[config.mk]
export PLATFORM = sky130hd
export DESIGN_NAME = dmp_prescaler
export DESIGN_NICKNAME = d
export VERILOG_FILES = /design/src/common/dmp_pkg.sv /design/src/core/dmp_prescaler.sv /design/src/core/dmp_sync.sv
export SDC_FILE = /design/constraint.sdc
export NUM_CORES = 1
export LEC_CHECK = 0
export BUFFER_PORTS_ARGS = -buffer_cell sky130_fd_sc_hd__buf_4
export CORE_MARGIN = 2
export CORE_UTILIZATION = 61
export CTS_CLUSTER_DIAMETER = 200
export DETAILED_ROUTE_END_ITERATION = 16
export HOLD_SLACK_MARGIN = 0.08
export PLACE_DENSITY = 0.92
export SETUP_SLACK_MARGIN = 0.4
export SYNTH_ARGS = -nofsm -noshare
export SYNTH_HDL_FRONTEND = slang
export SYNTH_SLANG_ARGS = --single-unit
[constraint.sdc]
create_clock -name core_clk -period 3.4 [get_ports core_clk]
set_input_delay 0.68 -clock core_clk [delete_from_list [all_inputs] [get_ports core_clk]]
set_output_delay 0.68 -clock core_clk [all_outputs]
set_load 0.02 [all_outputs]
[src/common/dmp_pkg.sv]
// constants and types for the dual modulus prescaler
package dmp_pkg;
  localparam int unsigned DMP_CNT_W = 8;
  localparam logic [7:0] DMP_DIV_SMALL_LO = 8'h40; // 64
  localparam logic [7:0] DMP_DIV_SMALL_HI = 8'h41; // 65
  localparam logic [7:0] DMP_DIV_LARGE_LO = 8'h80; // 128
  localparam logic [7:0] DMP_DIV_LARGE_HI = 8'h81; // 129
  localparam logic [7:0] DMP_CNT_RST = 8'h00;
  localparam logic [7:0] DMP_DIV_RST = 8'h81;
  localparam logic DMP_SYNC_RST = 1'b0;
  typedef enum logic [0:0] {
    DMP_ST_HOLD = 1'b0,
    DMP_ST_RUN = 1'b1
  } dmp_state_e;
endpackage

[src/core/dmp_prescaler.sv]
// dual modulus divider core with standby and edge variant
`timescale 1ns/1ps
module dmp_prescaler #(
  parameter bit FALLING_VARIANT = 1'b0 // 1: counting edge is falling
) (
  input wire logic core_clk, // high-speed input clock
  input wire logic rst_n, // async reset, active low
  input wire logic ratio_range_select, // 1: 64/65, 0: 128/129
  input wire logic modulus_select, // 1: smaller, 0: larger divisor
  input wire logic low_power_hold_n, // 0: standby
  output logic div_out, // divided clock output
  output logic running // 1 while dividing
);
  logic [2:0] pins_s;
  logic range_s;
  logic mod_s;
  logic hold_n_s;
  logic [7:0] cnt_q, cnt_d;
  logic [7:0] div_q, div_d;
  logic out_q, out_d;
  logic run_q, run_d;
  dmp_pkg::dmp_state_e st_q, st_d;

  // elaboration check: counter arithmetic assumes eight bits
  if (dmp_pkg::DMP_CNT_W != 8) begin : g_bad_cnt_w
    $error("counter width must be 8");
  end

  dmp_sync #(.WIDTH(3)) u_sync (
    .core_clk(core_clk),
    .rst_n(rst_n),
    .async_in({ratio_range_select, modulus_select, low_power_hold_n}),
    .sync_out(pins_s)
  );
  assign range_s = pins_s[2];
  assign mod_s = pins_s[1];
  assign hold_n_s = pins_s[0];

  // divisor from the two select levels
  function automatic logic [7:0] pick_div(input logic rng, input logic md);
    logic [7:0] r;
    r = dmp_pkg::DMP_DIV_LARGE_HI;
    case ({rng, md})
      2'b11: r = dmp_pkg::DMP_DIV_SMALL_LO;
      2'b10: r = dmp_pkg::DMP_DIV_SMALL_HI;
      2'b01: r = dmp_pkg::DMP_DIV_LARGE_LO;
      default: r = dmp_pkg::DMP_DIV_LARGE_HI;
    endcase
    return r;
  endfunction

  // level at start of period: the counting edge opens each period
  function automatic logic lead_lvl(input logic falling);
    return falling ? 1'b0 : 1'b1;
  endfunction

  // last count of a period for divisor d
  function automatic logic is_wrap(input logic [7:0] c,
    input logic [7:0] d);
    return c == 8'(d - 8'h01);
  endfunction

  // count just before the second half of a period
  function automatic logic is_half(input logic [7:0] c,
    input logic [7:0] d);
    return c == 8'((d >> 1) - 8'h01);
  endfunction

  // next-state: count, divisor latch, output level
  always_comb begin
    st_d = st_q;
    cnt_d = cnt_q;
    div_d = div_q;
    out_d = out_q;
    case (st_q)
      dmp_pkg::DMP_ST_HOLD: begin
        cnt_d = dmp_pkg::DMP_CNT_RST;
        out_d = ~lead_lvl(FALLING_VARIANT);
        if (hold_n_s) begin
          st_d = dmp_pkg::DMP_ST_RUN;
          div_d = pick_div(range_s, mod_s);
        end
      end
      dmp_pkg::DMP_ST_RUN: begin
        if (!hold_n_s) begin
          st_d = dmp_pkg::DMP_ST_HOLD;
          cnt_d = dmp_pkg::DMP_CNT_RST;
          out_d = ~lead_lvl(FALLING_VARIANT);
        end else if (is_wrap(cnt_q, div_q)) begin
          cnt_d = dmp_pkg::DMP_CNT_RST;
          div_d = pick_div(range_s, mod_s);
          out_d = lead_lvl(FALLING_VARIANT);
        end else begin
          cnt_d = 8'(cnt_q + 8'h01);
          if (is_half(cnt_q, div_q)) begin
            out_d = ~lead_lvl(FALLING_VARIANT);
          end
        end
      end
      default: begin
        st_d = dmp_pkg::DMP_ST_HOLD;
        cnt_d = dmp_pkg::DMP_CNT_RST;
      end
    endcase
    run_d = (st_d == dmp_pkg::DMP_ST_RUN);
  end

  // state registers
  always_ff @(posedge core_clk or negedge rst_n) begin
    if (!rst_n) begin
      st_q <= dmp_pkg::DMP_ST_HOLD;
      cnt_q <= dmp_pkg::DMP_CNT_RST;
      div_q <= dmp_pkg::DMP_DIV_RST;
      out_q <= ~lead_lvl(FALLING_VARIANT);
      run_q <= 1'b0;
    end else begin
      st_q <= st_d;
      cnt_q <= cnt_d;
      div_q <= div_d;
      out_q <= out_d;
      run_q <= run_d;
    end
  end

  assign div_out = out_q;
  assign running = run_q; // registered run flag

  // checks
  property p_div_legal;
    @(posedge core_clk) disable iff (!rst_n)
    (div_q == dmp_pkg::DMP_DIV_SMALL_LO) ||
    (div_q == dmp_pkg::DMP_DIV_SMALL_HI) ||
    (div_q == dmp_pkg::DMP_DIV_LARGE_LO) ||
    (div_q == dmp_pkg::DMP_DIV_LARGE_HI);
  endproperty
  a_div_legal: assert property (p_div_legal)
    else $error("divisor outside the two pairs");

  property p_pick_small;
    @(posedge core_clk) disable iff (!rst_n)
    (st_q == dmp_pkg::DMP_ST_RUN && hold_n_s &&
     cnt_q == 8'(div_q - 8'h01) && range_s && mod_s)
    |=> (div_q == dmp_pkg::DMP_DIV_SMALL_LO);
  endproperty
  a_pick_small: assert property (p_pick_small)
    else $error("range high, modulus high did not give 64");

  property p_pick_large;
    @(posedge core_clk) disable iff (!rst_n)
    (st_q == dmp_pkg::DMP_ST_RUN && hold_n_s &&
     cnt_q == 8'(div_q - 8'h01) && !range_s && !mod_s)
    |=> (div_q == dmp_pkg::DMP_DIV_LARGE_HI);
  endproperty
  a_pick_large: assert property (p_pick_large)
    else $error("range low, modulus low did not give 129");

  property p_hold_stops;
    @(posedge core_clk) disable iff (!rst_n)
    !hold_n_s |=> (st_q == dmp_pkg::DMP_ST_HOLD && cnt_q == 8'h00 &&
                   out_q == ~lead_lvl(FALLING_VARIANT));
  endproperty
  a_hold_stops: assert property (p_hold_stops)
    else $error("standby did not stop the divider");

  property p_lead_edge;
    @(posedge core_clk) disable iff (!rst_n)
    (st_q == dmp_pkg::DMP_ST_RUN && hold_n_s &&
     cnt_q == 8'(div_q - 8'h01))
    |=> (out_q == lead_lvl(FALLING_VARIANT) && cnt_q == 8'h00);
  endproperty
  a_lead_edge: assert property (p_lead_edge)
    else $error("period did not open with the counting edge");

  property p_no_mid_change;
    @(posedge core_clk) disable iff (!rst_n)
    (st_q == dmp_pkg::DMP_ST_RUN && cnt_q != 8'(div_q - 8'h01))
    |=> $stable(div_q);
  endproperty
  a_no_mid_change: assert property (p_no_mid_change)
    else $error("divisor changed inside a period");

  property p_count_step;
    @(posedge core_clk) disable iff (!rst_n)
    (st_q == dmp_pkg::DMP_ST_RUN && hold_n_s &&
     cnt_q != 8'(div_q - 8'h01))
    |=> (cnt_q == 8'($past(cnt_q) + 8'h01));
  endproperty
  a_count_step: assert property (p_count_step)
    else $error("counter did not advance by one");

  property p_cnt_bound;
    @(posedge core_clk) disable iff (!rst_n)
    cnt_q < div_q;
  endproperty
  a_cnt_bound: assert property (p_cnt_bound)
    else $error("counter ran past the divisor");

  property p_half_edge;
    @(posedge core_clk) disable iff (!rst_n)
    (st_q == dmp_pkg::DMP_ST_RUN && hold_n_s &&
     cnt_q == 8'((div_q >> 1) - 8'h01))
    |=> (div_out == FALLING_VARIANT);
  endproperty
  a_half_edge: assert property (p_half_edge)
    else $error("second half of the period has the wrong level");

  property p_out_steady;
    @(posedge core_clk) disable iff (!rst_n)
    (st_q == dmp_pkg::DMP_ST_RUN && hold_n_s &&
     cnt_q != 8'(div_q - 8'h01) &&
     cnt_q != 8'((div_q >> 1) - 8'h01))
    |=> $stable(div_out);
  endproperty
  a_out_steady: assert property (p_out_steady)
    else $error("output moved away from a period edge");

  property p_resume;
    @(posedge core_clk) disable iff (!rst_n)
    (st_q == dmp_pkg::DMP_ST_HOLD && hold_n_s)
    |=> (running && cnt_q == 8'h00 && div_out == FALLING_VARIANT);
  endproperty
  a_resume: assert property (p_resume)
    else $error("release of standby did not restart the divider");

  c_wrap64: cover property (@(posedge core_clk) disable iff (!rst_n)
    div_q == dmp_pkg::DMP_DIV_SMALL_LO && cnt_q == 8'h3f);
  c_wrap129: cover property (@(posedge core_clk) disable iff (!rst_n)
    div_q == dmp_pkg::DMP_DIV_LARGE_HI && cnt_q == 8'h80);
  c_standby: cover property (@(posedge core_clk) disable iff (!rst_n)
    st_q == dmp_pkg::DMP_ST_RUN ##1 st_q == dmp_pkg::DMP_ST_HOLD);
endmodule

[src/core/dmp_sync.sv]
// two-flop synchroniser for pin inputs
`timescale 1ns/1ps
module dmp_sync #(
  parameter int unsigned WIDTH = 3
) (
  input wire logic core_clk, // system clock
  input wire logic rst_n, // async reset, active low
  input wire logic [WIDTH-1:0] async_in, // raw pin levels
  output logic [WIDTH-1:0] sync_out // synchronised levels
);
  logic [WIDTH-1:0] meta_q;
  logic [WIDTH-1:0] sync_q;

  // a zero-wide synchroniser is refused
  if (WIDTH < 1) begin : g_bad_width
    $error("synchroniser width must be at least 1");
  end

  // first stage read only by the second
  always_ff @(posedge core_clk or negedge rst_n) begin
    if (!rst_n) begin
      meta_q <= {WIDTH{dmp_pkg::DMP_SYNC_RST}};
      sync_q <= {WIDTH{dmp_pkg::DMP_SYNC_RST}};
    end else begin
      meta_q <= async_in;
      sync_q <= meta_q;
    end
  end

  assign sync_out = sync_q;
endmodule

# Yosys cells after proc, flatten, opt, wreduce, memory -nomap -nowiden
# Cells that the tools add are included.
dict set report op_classes {
  add_sub_neg 3
  n_eq_ne 9
  mux 13
  bitwise 1
  n_reduce_logical 1
}
# operator count
set op_table {}
lappend op_table {{$mux W8} 5}
lappend op_table {{$pmux W8 S2} 2}
lappend op_table {{$pmux W8 S3} 1}
lappend op_table {{$eq A8 B8 Y1} 2}
lappend op_table {{$add A8 B1 Y8 const B} 1}
lappend op_table {{$sub A7 B1 Y8 const B} 1}
lappend op_table {{$sub A8 B1 Y8 const B} 1}
lappend op_table {{$ne A2 B1 Y1 const B} 3}
lappend op_table {{$eq A2 B2 Y1 const B} 2}
lappend op_table {{$mux W1} 4}
lappend op_table {{$ne A4 B4 Y1 const B} 1}
lappend op_table {{$reduce_and A3 Y1} 1}
lappend op_table {{$eq A2 B1 Y1 const B} 1}
lappend op_table {{$pmux W1 S2} 1}
lappend op_table {{$not A1 Y1} 1}
dict set report totals {
  regBits 24
  inputBits 5
  output_inout_bits 2
  elab_cells 33
}

# Depth between registers and ports, before layout
dict set report depth {
  ltp_word 6
  depth_mapped 7
  depth_no_buf 6
}

# Modules after synthesis
# A second synthesis with hierarchy kept.
dict set report hier_totals {
  hier_cells 87
  hier_area_um2 942.2
}
# mod instances cells_each area_each_um2 seq_area_each_um2
set modules_own_cells {}
lappend modules_own_cells {dmp_prescaler 1 81 792.0 327.8}
lappend modules_own_cells {dmp_sync 1 6 150.1 150.1}

# Least setup slack after synthesis
# No wires, ideal clock.
dict set report synth_timing {
  path_kind {flip-flop to flip-flop}
  from {register div_q[0]}
  to {register cnt_q[1]}
  setup_time_ns 0.089
  t_arrival_ns 1.619
  t_required_ns 3.311
  slack_ns 1.692
  stages_incl_launch_ff 8
  n_path_buf 1
  period_less_slack_ns 1.708
  cell_sequence {dfstp_2 > inv_1 > ha_1 > xor2_1 > and2_1 > buf_2 > o21a_4 > nor3b_1}
}
dict set report synth_via {
  elab_chain_cells 5
}
# element line_no
set synth_rtl {}
lappend synth_rtl {{start, declared} dmp_prescaler.sv:19} ;# logic [7:0] div_q, div_d;
lappend synth_rtl {{start signal, assigned} dmp_prescaler.sv:113} ;# div_q <= dmp_pkg::DMP_DIV_RST;
lappend synth_rtl {{start signal, assigned} dmp_prescaler.sv:119} ;# div_q <= div_d;
lappend synth_rtl {{$sub A8 B1 Y8} dmp_prescaler.sv:60} ;# return c == 8'(d - 8'h01);
lappend synth_rtl {{$eq A8 B8 Y1} dmp_prescaler.sv:60}
lappend synth_rtl {{$mux W8} dmp_prescaler.sv:89} ;# end else if (is_wrap(cnt_q, div_q)) begin
lappend synth_rtl {{$mux W8} dmp_prescaler.sv:85} ;# if (!hold_n_s) begin
lappend synth_rtl {{$pmux W8 S2} dmp_prescaler.sv:75} ;# case (st_q)
lappend synth_rtl {{net cnt_d[1]} dmp_prescaler.sv:18} ;# logic [7:0] cnt_q, cnt_d;
lappend synth_rtl {{end signal, assigned} dmp_prescaler.sv:112} ;# cnt_q <= dmp_pkg::DMP_CNT_RST;
lappend synth_rtl {{end signal, assigned} dmp_prescaler.sv:118} ;# cnt_q <= cnt_d;
lappend synth_rtl {{end, declared} dmp_prescaler.sv:18}
# The timed path passes the listed nets, and every way through them passes these cells.
# A chain may end at the register's enable or synchronous reset.

# Worst setup path after layout
# Same ends and word-level chain as after synthesis.

==> metrics.txt <==
# TYPE chip_impl_metric gauge
chip_impl_info{name="ctsRootBufferMaster",value="clkbuf_4"} 1
chip_impl_metric{name="design.final.nets",unit=""} 99
chip_impl_metric{name="number_of_global_route_vias_before_repair",unit=""} 611
chip_impl_metric{name="timing.critical_path.buf_inv",unit=""} 1
chip_impl_metric{name="clk_transition_reported_paths",unit="ns"} 0.10
chip_impl_metric{name="clock.fmax",unit="MHz"} 553
chip_impl_metric{name="routed_wl",unit="um"} 1600
chip_impl_metric{name="globalRouteOverflowTotal",unit=""} 0
chip_impl_info{name="worstPathCellList",value="inv_1 > ha_1 > xor2_1 > and2_1 > o21a_4 > nor3b_1"} 1
chip_impl_metric{name="gp_congestion",unit=""} 0.792
chip_impl_metric{name="die_area",unit="um^2"} 1910
chip_impl_metric{name="initial_utilization",unit="%"} 64.5
chip_impl_info{name="rsz0062_at_grt",value="no"} 1
chip_impl_metric{name="avgRoutedWirePerCell",unit="um"} 15.1
chip_impl_metric{name="synthesis.area_per_instance",unit="um^2"} 11.4
chip_impl_metric{name="site_row_count",unit=""} 14
chip_impl_metric{name="antenna_violating_nets_post_route",unit=""} 0
chip_impl_metric{name="worst_clock_skew",unit="ns"} 0.00124
chip_impl_metric{name="power.share.sequential",unit="%"} 46.5
chip_impl_metric{name="holdBufCountCts",unit=""} 0
chip_impl_info{name="cts_tree",value="yes"} 1
chip_impl_metric{name="intPower",unit="mW"} 0.409
chip_impl_metric{name="final_util",unit="%"} 69.7
chip_impl_metric{name="detailroute.via_count",unit=""} 650
chip_impl_metric{name="tritoncts.num_buffers",unit=""} 3
chip_impl_metric{name="drt_pass1_iterations",unit=""} 4
chip_impl_info{name="synth.area.top_cells",value="dfrtp_1 (44%), dfstp_2 (5.5%), xor2_1 (5.5%)"} 1
chip_impl_info{name="cp_top_family",value="flip-flops"} 1
chip_impl_metric{name="port_buffers",unit=""} 6
chip_impl_info{name="grt-busiest-layer",value="met2"} 1
chip_impl_metric{name="crit_fanout",unit=""} 8
chip_impl_metric{name="insertion_delay_to_the_later_sink_of_the_worst_skew_pair",unit="ns"} 0.30
chip_impl_metric{name="fill_cells",unit=""} 118
chip_impl_metric{name="drtIter0Drc",unit=""} 3
chip_impl_metric{name="area.growth.synth_to_final",unit="%"} 7.94
chip_impl_metric{name="grt_use_met3",unit="%"} 3.75
chip_impl_metric{name="ratio_of_cells_with_drive_above_1_in_the_final_layout",unit="%"} 21.1
chip_impl_metric{name="ys_seq_area_share",unit="%"} 49.7
chip_impl_metric{name="grt_max_degree",unit=""} 20
chip_impl_info{name="dominantRegCellSynth",value="dfrtp_1"} 1
chip_impl_metric{name="grt_use_met2",unit="%"} 32.4
chip_impl_metric{name="vias_per_cell",unit=""} 6.13
chip_impl_metric{name="netlist.area_leader.share",unit="%"} 44.3
chip_impl_metric{name="synthArstFlopShare",unit="%"} 100
chip_impl_metric{name="netSwitchingPower",unit="mW"} 0.210
chip_impl_info{name="hp_class",value="in -> async"} 1
chip_impl_metric{name="grt_antenna_before_repair",unit=""} 0
chip_impl_metric{name="gate_power_share",unit="%"} 35.3
chip_impl_metric{name="post-dp-hpwl",unit="um"} 1210
chip_impl_info{name="layout_common_cells",value="dfrtp_1 (17), nor3_1 (7), xor2_1 (6), nand2_1 (6), buf_4 (6)"} 1
chip_impl_metric{name="grt_use_met1",unit="%"} 27.5
chip_impl_metric{name="finalHoldViolations",unit=""} 0
chip_impl_metric{name="synth-warning-count",unit=""} 0
chip_impl_metric{name="worst_slew_margin_rel",unit="%"} 68.1
chip_impl_metric{name="coreArea",unit="um^2"} 1490
chip_impl_metric{name="arrival",unit="ns"} 2.03
chip_impl_metric{name="die_y",unit="um"} 43.7
chip_impl_info{name="worst-setup-path-type",value="reg -> reg"} 1
chip_impl_metric{name="clk_sinks",unit=""} 19
chip_impl_metric{name="die_width",unit="um"} 43.7
chip_impl_info{name="status",value="completed"} 1
chip_impl_metric{name="maxCapViolations",unit=""} 0
chip_impl_metric{name="h-tree-depth",unit=""} 1
chip_impl_metric{name="ios",unit=""} 7
chip_impl_metric{name="synth.distinct_cells",unit=""} 32
chip_impl_metric{name="number_of_slew_limit_violations_in_the_final_report",unit=""} 0
chip_impl_metric{name="power.leakage",unit="nW"} 0.480
chip_impl_metric{name="ir_drop",unit="mV"} 0.359
chip_impl_metric{name="postSynthCellCount",unit=""} 84
chip_impl_metric{name="data_required_time_at_the_worst_endpoint",unit="ns"} 3.62
chip_impl_info{name="start_kind",value="register"} 1
chip_impl_metric{name="post_synth_instance_area",unit="um^2"} 961
chip_impl_metric{name="ctsResizeCount",unit=""} 0
chip_impl_metric{name="cts_buffer_depth",unit=""} 2
chip_impl_info{name="timing.critical_path.slowest_stage_cell",value="dfstp_2"} 1
chip_impl_metric{name="synth-edff-count",unit=""} 0
chip_impl_info{name="layout_commonest_cell",value="dfrtp_1"} 1
chip_impl_metric{name="cellPowerDensity",unit="nW/um^2"} 597
chip_impl_metric{name="critPathMaxStageDelay",unit="ns"} 0.56
chip_impl_metric{name="antennaDiodeCount",unit=""} 0
chip_impl_metric{name="relative_contribution_of_the_clock_network_to_total_power",unit="%"} 18.2
chip_impl_metric{name="post-cts-setup-buffers",unit=""} 0
chip_impl_info{name="critical_path.endpoint_type",value="register"} 1
chip_impl_info{name="synth_top_cell_by_area",value="dfrtp_1"} 1
chip_impl_metric{name="route.detailed.drc",unit=""} 0
chip_impl_metric{name="grt_first_pass_wirelength",unit="um"} 2770
chip_impl_metric{name="finalSetupTns",unit="ns"} 0
chip_impl_metric{name="min_period",unit="ns"} 1.81
chip_impl_metric{name="grt_resource_usage_total",unit="%"} 20.4
chip_impl_metric{name="transition_time_of_the_tightest_slew_check_pin",unit="ns"} 0.476
chip_impl_metric{name="post-route-period-util",unit="%"} 53.2
chip_impl_metric{name="synth.net_count",unit=""} 92
chip_impl_metric{name="endpoints_failing_setup",unit=""} 0
chip_impl_metric{name="ys_seq_elements",unit=""} 19
chip_impl_metric{name="p_sw_share",unit="%"} 34.0
## cells in the mapped netlist (2+ instances only)
cell type  number
mux2i_1         2
clkbuf_1        3
nor3_1          7
nand2_1         6
dfstp_2         2
nand3_1         2
dfrtp_1        17
xnor2_1         4
xor2_1          6
ha_1            3
o31a_2          2
nor2_1          2
o2111ai_1       3
o211ai_1        3
inv_1           5
## path summary, 6_finish.rpt
kind	cells after the start	to	slack, ns	startpoint
max	6	cnt_q[1]	1.59	div_q[0]
min	1	cnt_q[3]	0.23	rst_n
max reg2reg	6	cnt_q[1]	1.59	div_q[0]
min reg2reg	0	u_sync.sync_out[2]	0.36	u_sync.meta_q[2]
max in group asynchronous	1	div_q[7]	2.91	rst_n
min in group core_clk	0	u_sync.sync_out[2]	0.36	u_sync.meta_q[2]
## cells by family (layout without fill, tap and decap cells)
logic type | after synthesis | in the layout | share of synthesized area [%]
adders and majority gates | 3 | 3 | 3.91
buffers and inverters | 9 | 15 | 3.65
and+or+nand+nor | 27 | 27 | 17.4
AOI/OAI and AO/OA | 13 | 13 | 11.7
muxes | 2 | 2 | 2.08
xor gates and xnor gates | 11 | 11 | 11.5
DFF | 19 | 19 | 49.7
## state kept, by name, summed over array words and instances (netlist names)
register	cells
cnt_q	8
div_q	3
u_sync.meta_q	3
u_sync.sync_out	3
div_out	1
st_q	1
## through the flow
step | total power, mW | area, um^2 | cells | hold slack, ns | worst slack [ns]
floorplan | 0.467 | 961 | 84 | 0.331 | 1.69
global placement | 0.494 | 1010 | 102 | 0.333 | 1.66
detailed placement | 0.512 | 1010 | 102 | 0.335 | 1.60
CTS | 0.624 | 1040 | 106 | 0.234 | 1.58
global route | 0.663 | 1040 | 106 | 0.231 | 1.45
finish | 0.619 | 1040 | 106 | 0.232 | 1.59
## area by class of cell
class	instances	area (um^2)	area share, %
well taps	16	20.0	1.93
flip-flops and latches	19	478	46.1
clock inverters	1	5.00	0.483
clock buffers	3	22.5	2.17
inverters	5	18.8	1.81
repair buffers	6	45.0	4.34
multi-input cells	56	448	43.2
## per-layer routing
metal,part of all wire (%),vias to the layer above
met2,52,8
met5,0,-
met3,2.4,2
met4,1.2,0
met1,44,324
li1,-,316
## power by group through the flow
stage               Combinational (mW)  Sequential [mW]  Clock, mW
floorplan                        0.181            0.286          0
global placement                 0.206            0.288          0
detailed placement               0.221            0.292          0
CTS                              0.221            0.287      0.116
global route                     0.243            0.293      0.127
finish                           0.218            0.288      0.113
Power figures use the tool's default switching activity.
